--- config.mk ---
export PLATFORM = sky130hd
export DESIGN_NAME = bridge_memory_window_decode
export DESIGN_NICKNAME = d
export VERILOG_FILES = /design/src/pkg/bridge_memory_window_pkg.sv /design/src/rtl/bridge_memory_window_decode.sv
export VERILOG_INCLUDE_DIRS = /design/src /design/src/pkg
export SDC_FILE = /design/constraint.sdc
export NUM_CORES = 1
export LEC_CHECK = 0
export BUFFER_PORTS_ARGS = -buffer_cell sky130_fd_sc_hd__buf_2
export CORE_MARGIN = 4
export CORE_UTILIZATION = 45
export DETAILED_ROUTE_END_ITERATION = 10
export GPL_ROUTABILITY_DRIVEN = 0
export GPL_TIMING_DRIVEN = 0
export PLACE_DENSITY = 0.65
export SETUP_SLACK_MARGIN = 0.15
export SLEW_MARGIN = 10
export SYNTH_ARGS = -nofsm -noshare
export SYNTH_HDL_FRONTEND = slang
export SYNTH_SLANG_ARGS = --single-unit
export TNS_END_PERCENT = 20
--- constraint.sdc ---
create_clock -name i_ref_clk -period 4.1 [get_ports i_ref_clk]
set_input_delay 0.205 -clock i_ref_clk [delete_from_list [all_inputs] [get_ports i_ref_clk]]
set_output_delay 0.205 -clock i_ref_clk [all_outputs]
set_load 0.005 [all_outputs]
--- src/pkg/bridge_memory_window_consts.svh ---
// Purpose: Offsets, field positions and reset values of the memory windows.
// Assumes: Byte offsets on the configuration bus, one 32-bit word each.
// Notes:   Definitions only.
// Contract
// Low nibbles of memory bottom and top fields read zero, reset zero.
// Bits 15:4 hold bottom address 31:20; bottom low twenty bits zero.
// Bits 31:20 hold top address 31:20; top low twenty bits ones.
// Memory bottom and top decide forwarding of memory transactions.
// Prefetch low nibbles read code 0001, meaning 64-bit addressing.
// Prefetch bits 15:4 hold bottom address 31:20; low bits zero.
// Prefetch bits 31:20 hold top address 31:20; low bits ones.
// Writable word holds prefetch bottom address 63:32, reset zero.
// Prefetch bottom and top decide forwarding of memory reads, writes.
// Writable word holds prefetch top address 63:32, reset zero.
// Hit when bottom <= address <= top; prefetch compares 64 bits.
`ifndef BRIDGE_MEMORY_WINDOW_CONSTS_SVH
`define BRIDGE_MEMORY_WINDOW_CONSTS_SVH
`define BMW_OFF_MEM       8'h20
`define BMW_OFF_PREF      8'h24
`define BMW_OFF_PREF_BHI  8'h28
`define BMW_OFF_PREF_THI  8'h2c
`define BMW_WORD_MASK     8'hfc
`define BMW_BOT_LSB       4
`define BMW_BOT_MSB       15
`define BMW_TOP_LSB       20
`define BMW_TOP_MSB       31
`define BMW_FIELD_RST     12'h000
`define BMW_UPPER_RST     32'h0000_0000
`define BMW_ADDR_CODE     4'h1
`define BMW_MEM_NIBBLE    4'h0
`define BMW_LOW20_ZERO    20'h00000
`define BMW_LOW20_ONES    20'hfffff
`endif

--- src/pkg/bridge_memory_window_pkg.sv ---
// Purpose: Types shared by the memory window decoder.
// Assumes: Nothing beyond the constants header.
// Notes:   Types only.
`default_nettype none
package bridge_memory_window_pkg;
	typedef logic [31:0] word_t;
	typedef logic [11:0] field12_t;
	typedef logic [63:0] addr64_t;
	typedef logic [7:0]  cfg_addr_t;
	typedef logic [3:0]  byte_en_t;
endpackage
`default_nettype wire

--- src/rtl/bridge_memory_window_decode.sv ---
// Purpose: Memory and prefetchable window registers and the hit decode.
// Assumes: Avalon-MM slave, byte addresses, one request at a time.
// Notes:   Waitrequest drops for one cycle, one edge after the request.
`include "bridge_memory_window_consts.svh"
`default_nettype none
module bridge_memory_window_decode (
	input  wire logic                                i_ref_clk,
	input  wire logic                                i_rst_n,
	input  wire logic                                i_clk_en,
	input  wire bridge_memory_window_pkg::cfg_addr_t i_address,
	input  wire logic                                i_read,
	input  wire logic                                i_write,
	input  wire bridge_memory_window_pkg::word_t     i_writedata,
	input  wire bridge_memory_window_pkg::byte_en_t  i_byteenable,
	output logic                                     o_waitrequest,
	output bridge_memory_window_pkg::word_t          o_readdata,
	input  wire bridge_memory_window_pkg::addr64_t   i_txn_addr,
	output logic                                     o_mem_hit,
	output logic                                     o_pref_hit
);
	import bridge_memory_window_pkg::*;

	field12_t  mem_bot_r;
	field12_t  mem_top_r;
	field12_t  pref_bot_r;
	field12_t  pref_top_r;
	word_t     pref_bot_hi_r;
	word_t     pref_top_hi_r;
	word_t     wmask;
	word_t     rd_nxt;
	word_t     mem_word;
	word_t     pref_word;
	word_t     mem_merge;
	word_t     pref_merge;
	word_t     bhi_merge;
	word_t     thi_merge;
	cfg_addr_t word_addr;
	logic      req;
	logic      commit_wr;
	logic      mem_hit_nxt;
	logic      pref_hit_nxt;
	addr64_t   mem_bot_full;
	addr64_t   mem_top_full;
	addr64_t   pref_bot_full;
	addr64_t   pref_top_full;

	assign word_addr = i_address & `BMW_WORD_MASK;
	assign req       = i_read | i_write;
	// A write lands only on the edge where the master sees waitrequest low.
	assign commit_wr = i_clk_en & i_write & ~o_waitrequest;

	always_comb begin
		for (int b = 0; b < 4; b++) begin
			wmask[8*b +: 8] = {8{i_byteenable[b]}};
		end
	end

	assign mem_word  = {mem_top_r, `BMW_MEM_NIBBLE,
		mem_bot_r, `BMW_MEM_NIBBLE};
	assign pref_word = {pref_top_r, `BMW_ADDR_CODE,
		pref_bot_r, `BMW_ADDR_CODE};

	assign mem_merge  = (mem_word & ~wmask) | (i_writedata & wmask);
	assign pref_merge = (pref_word & ~wmask) | (i_writedata & wmask);
	assign bhi_merge  = (pref_bot_hi_r & ~wmask) | (i_writedata & wmask);
	assign thi_merge  = (pref_top_hi_r & ~wmask) | (i_writedata & wmask);

	// Bus handshake: one cycle to accept, one cycle with waitrequest low.
	always_ff @(posedge i_ref_clk) begin
		if (!i_rst_n) begin
			o_waitrequest <= 1'b1;
		end else if (i_clk_en) begin
			o_waitrequest <= ~(req & o_waitrequest);
		end
	end

	always_comb begin
		unique case (word_addr)
			`BMW_OFF_MEM:      rd_nxt = mem_word;
			`BMW_OFF_PREF:     rd_nxt = pref_word;
			`BMW_OFF_PREF_BHI: rd_nxt = pref_bot_hi_r;
			`BMW_OFF_PREF_THI: rd_nxt = pref_top_hi_r;
			default:           rd_nxt = '0;
		endcase
	end

	// Read data is caught on the accept edge and stands while wait is low.
	always_ff @(posedge i_ref_clk) begin
		if (!i_rst_n) begin
			o_readdata <= '0;
		end else if (i_clk_en && i_read && o_waitrequest) begin
			o_readdata <= rd_nxt;
		end
	end

	always_ff @(posedge i_ref_clk) begin
		if (!i_rst_n) begin
			mem_bot_r <= `BMW_FIELD_RST;
			mem_top_r <= `BMW_FIELD_RST;
		end else if (commit_wr && word_addr == `BMW_OFF_MEM) begin
			mem_bot_r <= mem_merge[`BMW_BOT_MSB:`BMW_BOT_LSB];
			mem_top_r <= mem_merge[`BMW_TOP_MSB:`BMW_TOP_LSB];
		end
	end

	always_ff @(posedge i_ref_clk) begin
		if (!i_rst_n) begin
			pref_bot_r <= `BMW_FIELD_RST;
			pref_top_r <= `BMW_FIELD_RST;
		end else if (commit_wr && word_addr == `BMW_OFF_PREF) begin
			pref_bot_r <= pref_merge[`BMW_BOT_MSB:`BMW_BOT_LSB];
			pref_top_r <= pref_merge[`BMW_TOP_MSB:`BMW_TOP_LSB];
		end
	end

	always_ff @(posedge i_ref_clk) begin
		if (!i_rst_n) begin
			pref_bot_hi_r <= `BMW_UPPER_RST;
		end else if (commit_wr && word_addr == `BMW_OFF_PREF_BHI) begin
			pref_bot_hi_r <= bhi_merge;
		end
	end

	always_ff @(posedge i_ref_clk) begin
		if (!i_rst_n) begin
			pref_top_hi_r <= `BMW_UPPER_RST;
		end else if (commit_wr && word_addr == `BMW_OFF_PREF_THI) begin
			pref_top_hi_r <= thi_merge;
		end
	end

	// The plain window sits below 4 GB, so its upper half is zero.
	assign mem_bot_full  = {`BMW_UPPER_RST, mem_bot_r,
		`BMW_LOW20_ZERO};
	assign mem_top_full  = {`BMW_UPPER_RST, mem_top_r,
		`BMW_LOW20_ONES};
	assign pref_bot_full = {pref_bot_hi_r, pref_bot_r,
		`BMW_LOW20_ZERO};
	assign pref_top_full = {pref_top_hi_r, pref_top_r,
		`BMW_LOW20_ONES};

	// A bottom above the top gives an empty window, which is how
	// software switches a window off.
	assign mem_hit_nxt  = (i_txn_addr >= mem_bot_full) &&
		(i_txn_addr <= mem_top_full);
	assign pref_hit_nxt = (i_txn_addr >= pref_bot_full) &&
		(i_txn_addr <= pref_top_full);

	// Hits are registered, so they trail the address by one edge.
	always_ff @(posedge i_ref_clk) begin
		if (!i_rst_n) begin
			o_mem_hit  <= 1'b0;
			o_pref_hit <= 1'b0;
		end else if (i_clk_en) begin
			o_mem_hit  <= mem_hit_nxt;
			o_pref_hit <= pref_hit_nxt;
		end
	end

	mem_low_zero_a: assert property (
		@(posedge i_ref_clk) disable iff (!i_rst_n)
		(i_clk_en && i_read && o_waitrequest &&
			word_addr == `BMW_OFF_MEM)
		|=> (o_readdata[3:0] == 4'h0 && o_readdata[19:16] == 4'h0)
	) else $error("Memory window low nibbles not zero.");

	mem_bot_wr_a: assert property (
		@(posedge i_ref_clk) disable iff (!i_rst_n)
		(commit_wr && word_addr == `BMW_OFF_MEM &&
			i_byteenable == 4'hf)
		|=> (mem_bot_r == $past(i_writedata[15:4]) &&
			mem_bot_full[19:0] == 20'h00000)
	) else $error("Memory bottom write not stored.");

	mem_top_wr_a: assert property (
		@(posedge i_ref_clk) disable iff (!i_rst_n)
		(commit_wr && word_addr == `BMW_OFF_MEM &&
			i_byteenable == 4'hf)
		|=> (mem_top_r == $past(i_writedata[31:20]) &&
			mem_top_full[19:0] == 20'hfffff)
	) else $error("Memory top write not stored.");

	mem_hit_in_a: assert property (
		@(posedge i_ref_clk) disable iff (!i_rst_n)
		(i_clk_en && i_txn_addr[63:32] == 32'h0 &&
			i_txn_addr[31:20] >= mem_bot_r &&
			i_txn_addr[31:20] <= mem_top_r)
		|=> o_mem_hit
	) else $error("Address inside memory window missed.");

	mem_hit_out_a: assert property (
		@(posedge i_ref_clk) disable iff (!i_rst_n)
		(i_clk_en && (i_txn_addr[63:32] != 32'h0 ||
			i_txn_addr[31:20] < mem_bot_r ||
			i_txn_addr[31:20] > mem_top_r))
		|=> !o_mem_hit
	) else $error("Address outside memory window hit.");

	pref_code_a: assert property (
		@(posedge i_ref_clk) disable iff (!i_rst_n)
		(i_clk_en && i_read && o_waitrequest &&
			word_addr == `BMW_OFF_PREF)
		##1 !o_waitrequest
		|-> (o_readdata[3:0] == 4'h1 && o_readdata[19:16] == 4'h1)
	) else $error("Prefetch addressing code not 0001.");

	pref_bot_wr_a: assert property (
		@(posedge i_ref_clk) disable iff (!i_rst_n)
		(commit_wr && word_addr == `BMW_OFF_PREF &&
			i_byteenable[1:0] == 2'b11)
		|=> (pref_bot_r == $past(i_writedata[15:4]))
	) else $error("Prefetch bottom write not stored.");

	pref_top_wr_a: assert property (
		@(posedge i_ref_clk) disable iff (!i_rst_n)
		(commit_wr && word_addr == `BMW_OFF_PREF &&
			i_byteenable[3:2] == 2'b11)
		|=> (pref_top_r == $past(i_writedata[31:20]))
	) else $error("Prefetch top write not stored.");

	pref_bhi_wr_a: assert property (
		@(posedge i_ref_clk) disable iff (!i_rst_n)
		(commit_wr && word_addr == `BMW_OFF_PREF_BHI &&
			i_byteenable == 4'hf)
		|=> (pref_bot_hi_r == $past(i_writedata))
	) else $error("Prefetch bottom upper word not stored.");

	pref_thi_wr_a: assert property (
		@(posedge i_ref_clk) disable iff (!i_rst_n)
		(commit_wr && word_addr == `BMW_OFF_PREF_THI &&
			i_byteenable == 4'hf)
		|=> (pref_top_hi_r == $past(i_writedata))
	) else $error("Prefetch top upper word not stored.");

	pref_hit_in_a: assert property (
		@(posedge i_ref_clk) disable iff (!i_rst_n)
		(i_clk_en &&
			i_txn_addr[63:20] >= {pref_bot_hi_r, pref_bot_r} &&
			i_txn_addr[63:20] <= {pref_top_hi_r, pref_top_r})
		|=> o_pref_hit
	) else $error("Address inside prefetch window missed.");

	pref_hit_out_a: assert property (
		@(posedge i_ref_clk) disable iff (!i_rst_n)
		(i_clk_en &&
			(i_txn_addr[63:20] < {pref_bot_hi_r, pref_bot_r} ||
			i_txn_addr[63:20] > {pref_top_hi_r, pref_top_r}))
		|=> !o_pref_hit
	) else $error("Address outside prefetch window hit.");

	reset_vals_a: assert property (
		@(posedge i_ref_clk)
		$past(!i_rst_n) && i_rst_n
		|-> (mem_bot_r == 12'h0 && mem_top_r == 12'h0 &&
			pref_bot_hi_r == 32'h0 && pref_top_hi_r == 32'h0 &&
			o_waitrequest)
	) else $error("Register reset value wrong.");

	bus_ack_a: assert property (
		@(posedge i_ref_clk) disable iff (!i_rst_n)
		(i_clk_en && req && o_waitrequest)
		|=> !o_waitrequest ##1 (o_waitrequest || !i_clk_en)
	) else $error("Waitrequest did not pulse for one cycle.");

	unmapped_rd_a: assert property (
		@(posedge i_ref_clk) disable iff (!i_rst_n)
		(i_clk_en && i_read && o_waitrequest &&
			word_addr > `BMW_OFF_PREF_THI)
		|=> (o_readdata == 32'h0)
	) else $error("Unmapped read returned data.");

	freeze_a: assert property (
		@(posedge i_ref_clk) disable iff (!i_rst_n)
		!i_clk_en |=> ($stable(o_waitrequest) && $stable(o_mem_hit) &&
			$stable(o_pref_hit) && $stable(mem_bot_r))
	) else $error("State moved while the clock enable was low.");

	// Clock enable low is a full stall; no field may creep meanwhile.
	freeze_regs_a: assert property (
		@(posedge i_ref_clk) disable iff (!i_rst_n)
		!i_clk_en |=> ($stable(o_readdata) && $stable(mem_top_r) &&
			$stable(pref_bot_r) && $stable(pref_top_r) &&
			$stable(pref_bot_hi_r) && $stable(pref_top_hi_r))
	) else $error("Field moved while the clock enable was low.");

	hit_reset_a: assert property (
		@(posedge i_ref_clk)
		$past(!i_rst_n) && i_rst_n |-> (!o_mem_hit && !o_pref_hit)
	) else $error("Hit flag set straight after reset.");

	// Read data must not move while the master is still taking it.
	rd_hold_a: assert property (
		@(posedge i_ref_clk) disable iff (!i_rst_n)
		(i_clk_en && !o_waitrequest) |=> $stable(o_readdata)
	) else $error("Read data moved during the answer cycle.");

	idle_wait_a: assert property (
		@(posedge i_ref_clk) disable iff (!i_rst_n)
		(i_clk_en && !req && o_waitrequest) |=> o_waitrequest
	) else $error("Waitrequest dropped with no request.");

	// The accept edge must leave the four bottom and top fields alone; only the answer
	// edge may write, so a master that gives up early changes nothing.
	accept_no_wr_a: assert property (
		@(posedge i_ref_clk) disable iff (!i_rst_n)
		(i_clk_en && i_write && o_waitrequest)
		|=> ($stable(mem_bot_r) && $stable(mem_top_r) &&
			$stable(pref_bot_r) && $stable(pref_top_r))
	) else $error("Field written before the answer cycle.");

	mem_top_keep_a: assert property (
		@(posedge i_ref_clk) disable iff (!i_rst_n)
		(commit_wr && word_addr == `BMW_OFF_MEM &&
			i_byteenable[3:2] == 2'b00)
		|=> $stable(mem_top_r)
	) else $error("Memory top changed by a masked write.");

	unmapped_wr_a: assert property (
		@(posedge i_ref_clk) disable iff (!i_rst_n)
		(commit_wr && word_addr > `BMW_OFF_PREF_THI)
		|=> ($stable(mem_bot_r) && $stable(mem_top_r) &&
			$stable(pref_bot_r) && $stable(pref_top_r) &&
			$stable(pref_bot_hi_r) && $stable(pref_top_hi_r))
	) else $error("Unmapped write changed a field.");

	mem_read_a: assert property (
		@(posedge i_ref_clk) disable iff (!i_rst_n)
		(i_clk_en && i_read && o_waitrequest &&
			word_addr == `BMW_OFF_MEM)
		|=> (o_readdata[15:4] == $past(mem_bot_r) &&
			o_readdata[31:20] == $past(mem_top_r))
	) else $error("Memory window fields read wrong.");

	bhi_read_a: assert property (
		@(posedge i_ref_clk) disable iff (!i_rst_n)
		(i_clk_en && i_read && o_waitrequest &&
			word_addr == `BMW_OFF_PREF_BHI)
		|=> (o_readdata == $past(pref_bot_hi_r))
	) else $error("Prefetch bottom upper word read wrong.");

	thi_read_a: assert property (
		@(posedge i_ref_clk) disable iff (!i_rst_n)
		(i_clk_en && i_read && o_waitrequest &&
			word_addr == `BMW_OFF_PREF_THI)
		|=> (o_readdata == $past(pref_top_hi_r))
	) else $error("Prefetch top upper word read wrong.");

endmodule
`default_nettype wire

======== Word level (Yosys, flattened, before mapping) ========
Cells that the tools add are included.
storage, ports and cells
  bits in registers ....................... 147
  input port bits ......................... 113
  output and inout port bits .............. 35
  logic and storage cells ................. 43
operators by class
  magnitude comparators ................... 4
  equality and inequality tests ........... 4
  multiplexer cells ....................... 1
  bitwise gates (word level) .............. 16
  reductions and logical operators ........ 8
operator list
  kind                                                             count
  32-bit bitwise AND                                               5
  32-bit bitwise OR                                                4
  32-bit case mux with 4 select lines                              1
  64-bit by 32-bit >= comparator with 1-bit output                 1
  64-bit >= comparator                                             1
  64-bit by 32-bit less-or-equal comparator with 1-bit output      1
  64-bit less-or-equal comparator                                  1
  32-bit NOT                                                       1
  6-bit by 4-bit == test with 1-bit output, second input constant  4
  1-bit logical AND                                                8
  1-bit bitwise AND                                                3
  1-bit NOT                                                        2
  1-bit bitwise OR                                                 1

======== Depth between registers and ports, before layout ========
Gate-level depths: netlist (run 1).
  depth after elaboration ................. 3
  depth in mapped cells ................... 9
  mapped depth without buffers ............ 9

======== Least setup slack after synthesis (run 1) ========
No wires, ideal clock.
  path kind ............................... input-to-reg
  start ................................... input port i_address[4]
  end ..................................... register (tool-made name)
  library setup time ...................... 0.122 ns
  data arrival time ....................... 2.101 ns
  data required time ...................... 3.978 ns
  setup slack ............................. 1.876 ns
  stages .................................. 7
  path buffers ............................ 1
  cell sequence ........................... or4b_1 -> or4b_1 -> buf_6 -> nor3b_4 -> nand2_1 -> nand2_1 -> a21boi_0
RTL lines
  element      RTL line                           RTL
  from (decl)  bridge_memory_window_decode.sv:10  input wire bridge_memory_window_pkg::cfg_addr_t i_address,

==> results of run 1 <==
worst reg2reg max path, cell delays in order (launching register included):
cell,delay [ns]
dfxtp_1,0.39
inv_1,0.07
ha_1,0.28
nor2b_1,0.13
o21ai_0,0.14
nand2b_1,0.08
a2111oi_0,0.67
o31ai_1,0.31
a221o_1,0.40
a41o_1,0.23
logic make-up (layout without fill, tap and decap cells):
| kind of cell | count (synthesis) | after routing |
|---|---|---|
| and+or+nand+nor | 396 | 396 |
| other | 0 | 1 |
| buffers and inverters | 170 | 342 |
| adders and majority gates | 112 | 112 |
| muxes | 24 | 24 |
| DFF | 147 | 147 |
| AOI/OAI and AO/OA | 252 | 252 |
power breakdown:
group | total (W) | switching, W | internal [W]
logic | 0.000368 | 0.000223 | 0.000145
registers | 0.00143 | 0.00000135 | 0.00143
clock network | 0.00160 | 0.000666 | 0.000938
total | 0.00340 | 0.000890 | 0.00251
layer usage:
metal / track usage / share of wire / up-vias
met2: 0.4537 / 0.48 / 291
met4: 0.1034 / 0.034 / 0
met3: 0.04039 / 0.061 / 55
li1: - / - / 4248
met5: 0 / 0 / -
met1: 0.3455 / 0.43 / 4103
final timing paths:
kind         depth (start not counted)    endpoint  slack, ns      startpoint
max reg2reg                          9  o_pref_hit       1.30       flip-flop
max                                  9  o_pref_hit       1.30       flip-flop
min                                  3   flip-flop       0.03  i_writedata[2]
min reg2reg                          2   flip-flop       0.46       flip-flop
final cells by class:
type | instances | area [sq um]
sequential | 147 | 2943
clock buffer | 19 | 452.9
antenna | 1 | 2.502
timing repair buffer | 140 | 700.7
multi-input combinational | 784 | 5600
tap | 270 | 337.8
fill | 1950 | 9349
clock inverter | 13 | 147.6
buffer | 56 | 272.8
inverter | 114 | 427.9
placed cells by master (no fill, tap or decap), types with 4 or more instances in the layout:
master     count
clkinv_4       4
a32oi_1        6
nor2_1        15
inv_1        114
a211oi_1       4
a21oi_1       43
nand2_1      165
a21boi_0      81
o21ai_0       29
a21boi_1      31
clkbuf_16     17
mux4_2        24
buf_6          6
clkbuf_1      36
buf_2        148
nor4_1        15
a221oi_1       4
dfxtp_1      147
ha_1         112
nor3_1         5
a22oi_1       26
nand4_1       24
nand3_1      124
a21o_1        13
buf_1          4
nor2b_1       34
through the flow:
step	utilization	power (W)	hold slack [ns]
2_1_floorplan	-	0.001655	0.3514
3_3_place_gp	0.5082	0.001819	0.4424
3_5_place_dp	0.5082	0.001825	0.4519
4_1_cts	0.5378	0.003405	0.03045
5_1_grt	0.5378	0.003502	0.05158
6_report	0.5380	0.003402	0.03176
==> results.py, run 1 <==
metrics = {
    "worst_setup_path": {
        "required_ns": 4.43,
        "worst-path-buf-inv": 1,
        "worstSetupEndpointType": "flip-flop",
        "path_max_fanout": 3,
        "crit_chain": "inv_1, ha_1, nor2b_1, o21ai_0, nand2b_1, a2111oi_0, o31ai_1, a221o_1, a41o_1",
        "crit_family": "compound AO/OA/AOI/OAI gates",
        "critPathLaunchType": "flip-flop",
        "arrival_ns": 3.14,
        "critPathMaxStageDelay_ns": 0.67,
        "critPathSlowestCell": "a2111oi_0",
        "critPathKind": "reg -> reg",
    },
    "power_and_ir_drop": {
        "powerDensity_mw_per_mm2": 312.5,
        "ir_drop_v": 0.0002605,
        "p_leak_nw": 3.918,
    },
    "synth": {
        "syn_area_per_cell_sq_um": 8.396,
        "synthMuxAreaShare": 0.05847,
        "synth_top_area_share": 0.3184,
        "synth_top_family_by_area": "simple AND/OR/NAND/NOR gates",
        "synth-seq-cells": 147,
        "ys_top_cells_by_count": "nand2_1, dfxtp_1, nand3_1",
        "synthXorXnorAreaFrac": 0,
        "ys_seq_area_frac": 0.3184,
        "synth-compound-area-share": 0.1879,
        "synth_ff_type": "dfxtp_1",
        "synth_most_common_cell": "nand2_1",
        "syn_inst": 1101,
        "synth-edff-count": 0,
        "synthTopCellsByArea": "dfxtp_1, ha_1, nand3_1",
        "synth_fp_nets": 1326,
        "synth_area_leader_cell": "dfxtp_1",
        "synth_fa_ha_area_frac": 0.1516,
        "ys_types": 45,
        "syn_area_sq_mm": 0.009244,
        "async_reset_ff_frac": 0,
        "synth_warnings": 0,
        "synth-simple-area-share": 0.2079,
    },
    "final_layout": {
        "fin_cells": 1544,
        "drive_above_1_share": 0.1697,
        "fin_nets": 1485,
        "areaGrowthSynthToFinish_pct": 17.76,
        "fin_area_sq_mm": 0.01089,
    },
    "clock_network": {
        "clock_latency_ns": 0.44,
        "cts_hold_buf": 0,
        "clk_pin_slew_worst_paths_ns": 0.07,
        "post-cts-setup-buffers": 0,
        "tritoncts": "done",
        "cts_buffers": 17,
        "h-tree-depth": 4,
        "cts_num_sinks": 147,
        "clock_path_buffers": 2,
        "cts_root_buffer": "clkbuf_16",
        "cts_resized": 0,
    },
    "drt": {
        "wl_um": 30250,
        "drtAntennaViolNets": 0,
        "vias": 8697,
        "wire_per_inst_um": 19.59,
        "drc_errors": 0,
        "drt_iter0_drc": 609,
        "routed_via_density": 5.633,
        "drtPass1Iterations": 5,
    },
    "timing": {
        "finalMaxSlewViolations": 0,
        "grt_setup_unrepaired": "no",
        "fin_crit_ns": 2.805,
        "layout_setup_ws_ns": 1.295,
        "fin_setup_tns_ns": 0,
        "fin_skew_ns": 0.01136,
        "hold_viol": 0,
        "maxSlewHeadroom": 0.3327,
        "finalCritPeriodShare": 0.6841,
        "setup_viol": 0,
        "tightest_slew_ns": 1.001,
        "clock.fmax_mhz": 356.5,
    },
    "floorplan": {
        "initial_utilization": 0.4568,
        "die_y_um": 151.3,
        "die_area_sq_mm": 0.02290,
        "ios": 148,
        "coreArea_sq_mm": 0.02023,
        "num_rows": 52,
        "die_w_um": 151.3,
    },
    "place": {
        "placed_area_sq_mm": 0.01028,
        "io_buffers": 140,
        "pre_cts_slack_ns": 1.303,
        "dp.cells": 1511,
        "dp_hpwl_um": 24660,
    },
    "flow_run": {
        "cap_violations": 0,
    },
    "global_route": {
        "grt_pass1_vias": 8466,
        "grt_max_degree": 17,
        "grt_use_total": 0.2686,
        "grt_overflow": 0,
        "grt_pass1_wl_um": 46460,
        "antenna_found_initial": 0,
    },
    "min_path": {
        "min-delay-path-class": "in -> reg",
    },
    "status": {
        "status": "complete, no violations",
    },
}
Note: power is estimated with default switching activity, not from simulation.
==> inputs of run 2 (changes only) <==
--- a/config.mk
+++ b/config.mk
@@ -12,7 +12,7 @@
 export DETAILED_ROUTE_END_ITERATION = 10
 export GPL_ROUTABILITY_DRIVEN = 0
 export GPL_TIMING_DRIVEN = 0
-export PLACE_DENSITY = 0.65
+export PLACE_DENSITY = 0.67
 export SETUP_SLACK_MARGIN = 0.15
 export SLEW_MARGIN = 10
 export SYNTH_ARGS = -nofsm -noshare
==> constraint.sdc (replaced) <==
create_clock -name i_ref_clk -period 2.4 [get_ports i_ref_clk]
set_input_delay 0.12 -clock i_ref_clk [delete_from_list [all_inputs] [get_ports i_ref_clk]]
set_output_delay 0.12 -clock i_ref_clk [all_outputs]
set_load 0.005 [all_outputs]
==> results.py, run 2 (synthesis results as in run 1) <==
metrics = {
    "worst_setup_path": {
        "critPathMaxStageDelay_ns": 0.63,
        "worstSetupEndpointType": "flip-flop",
        "arrival_ns": 2.63,
        "path_max_fanout": 3,
        "critPathKind": "reg -> reg",
        "required_ns": 2.76,
        "critPathLaunchType": "flip-flop",
        "crit_chain": "inv_1, ha_1, nand4_1, or4_4, a2111o_1, o21ai_0",
        "critPathSlowestCell": "or4_4",
    },
    "floorplan": {
        "die_y_um": 151.3,
        "ios": 148,
        "coreArea_sq_mm": 0.02023,
        "die_w_um": 151.3,
        "initial_utilization": 0.4568,
        "num_rows": 52,
        "die_area_sq_mm": 0.02290,
    },
    "drt": {
        "wire_per_inst_um": 19.70,
        "wl_met1_um": 12540,
        "top_layer": "met4",
        "routed_via_density": 5.702,
        "vias": 8975,
        "dr_wl_met2_um": 15290,
        "drt_iter0_drc": 663,
        "drtPass1Iterations": 5,
        "wl_um": 31010,
        "route.met3.wl_um": 2270,
        "drc_errors": 0,
        "drtAntennaViolNets": 0,
    },
    "status": {
        "status": "complete, no violations",
    },
    "flow_run": {
        "cap_violations": 0,
    },
    "power_and_ir_drop": {
        "ir_drop_v": 0.0005134,
        "p_leak_nw": 4.082,
        "powerDensity_mw_per_mm2": 525.6,
    },
    "timing": {
        "fin_crit_ns": 2.272,
        "fin_skew_ns": 0.007777,
        "finalCritPeriodShare": 0.9468,
        "finalMaxSlewViolations": 0,
        "maxSlewHeadroom": 0.4466,
        "fin_setup_tns_ns": 0,
        "tightest_slew_ns": 0.8301,
        "hold_viol": 0,
        "setup_viol": 0,
        "clock.fmax_mhz": 440.1,
        "grt_setup_unrepaired": "yes",
    },
    "min_path": {
        "min-delay-path-class": "in -> reg",
    },
    "final_layout": {
        "areaGrowthSynthToFinish_pct": 22.62,
        "num_antenna_cells": 0,
        "fin_nets": 1516,
        "final.fill_count": 1911,
        "final_common_cell": "nand2_1",
        "fin_area_sq_mm": 0.01133,
        "drive_above_1_share": 0.1848,
        "layout_common_cells": "nand2_1, buf_2, dfxtp_1",
    },
    "clock_network": {
        "clock_latency_ns": 0.43,
        "cts_num_sinks": 147,
        "cts_root_buffer": "clkbuf_16",
        "h-tree-depth": 4,
        "tritoncts": "done",
        "clock_path_buffers": 2,
        "cts_buffers": 17,
        "clk_pin_slew_worst_paths_ns": 0.06,
    },
    "global_route": {
        "grt_pass1_wl_um": 46420,
        "antenna_found_initial": 0,
        "grt_overflow": 0,
        "grt_max_degree": 17,
        "grt_pass1_vias": 8627,
        "grt_use_total": 0.2680,
    },
    "place": {
        "io_buffers": 140,
        "dp_hpwl_um": 24640,
        "placed_area_sq_mm": 0.01028,
    },
}
run 2: cell types whose count changed in the layout (fill, tap and decap cells not counted), moves of 2 or more:
cell / change
a21oi_1: -3
a21oi_2: +3
a221oi_1: -2
buf_12: +2
buf_4: +5
clkinv_2: -2
clkinvlp_4: +2
dfxtp_1: -3
dfxtp_2: +3
dlygate4sd3_1: +24
o21ai_0: -5
o21ai_1: +3
o21ai_2: +2
run 2: final timing paths:
kind              startpoint   endpoint  slack [ns]  cells past startpoint
max                flip-flop  o_mem_hit        0.13                      6
min          i_writedata[15]  flip-flop       0.004                      3
max reg2reg        flip-flop  o_mem_hit        0.13                      6
min reg2reg        flip-flop  flip-flop        0.45                      2
run 2: layout make-up:
| type | count | area [sq um] | area share |
|---|---|---|---|
| clock buffer | 19 | 452.9 | 0.03996 |
| buffer | 56 | 274.0 | 0.02417 |
| timing repair buffer | 171 | 1018 | 0.08986 |
| multi-input combinational | 784 | 5705 | 0.5034 |
| clock inverter | 13 | 171.4 | 0.01512 |
| tap | 270 | 337.8 | 0.02980 |
| sequential | 147 | 2947 | 0.2600 |
| inverter | 114 | 427.9 | 0.03775 |
run 2: routing by layer:
metal / vias up / GRT usage
met3: 60 / 0.03651
met4: 0 / 0.08613
met1: 4230 / 0.3415
li1: 4308 / -
met5: - / 0
met2: 377 / 0.4677
run 2: through the flow:
| step | util | setup WS (ns) | power [W] | cells | hold WS, ns |
|---|---|---|---|---|---|
| 6_report | 0.5602 | 0.1277 | 0.005958 | 1574 | 0.003898 |
| 5_1_grt | 0.5602 | 0.03383 | 0.006145 | 1574 | 0.002557 |
| 4_1_cts | 0.5541 | 0.03759 | 0.005941 | 1570 | 0.002331 |
| 3_5_place_dp | 0.5082 | -0.3467 | 0.003116 | 1511 | 0.3964 |
| 3_3_place_gp | 0.5082 | -0.3732 | 0.003105 | 1511 | 0.3938 |
| 2_1_floorplan | - | 0.2613 | 0.002827 | 1101 | 0.2664 |
run 2: worst max-delay path, delay by kind of cell, from the launching register on:
family                   cells  cell delay, ns
adder cells (fa/ha/maj)      1            0.29
flip-flops                   1            0.41
AO/OA/AOI/OAI                2            0.61
AND/OR/NAND/NOR              2            0.81
buffers and inverters        1            0.07
run 2: power by group:
group / leakage (nW) / switching (W) / internal, W
clock network: 0.301 / 0.00112 / 0.00171
logic: 2.60 / 0.000403 / 0.000283
registers: 1.19 / 0.00000250 / 0.00244
total: 4.08 / 0.00153 / 0.00443
run 2: timing repair:
item                                    4_1_cts  5_1_grt
gates resized for setup                       5       23
hold buffers                                 24        0
hold endpoints to repair                     53        0
setup buffers                                 3        4
pin swaps                                     1        8
endpoints found under the setup margin       35       58
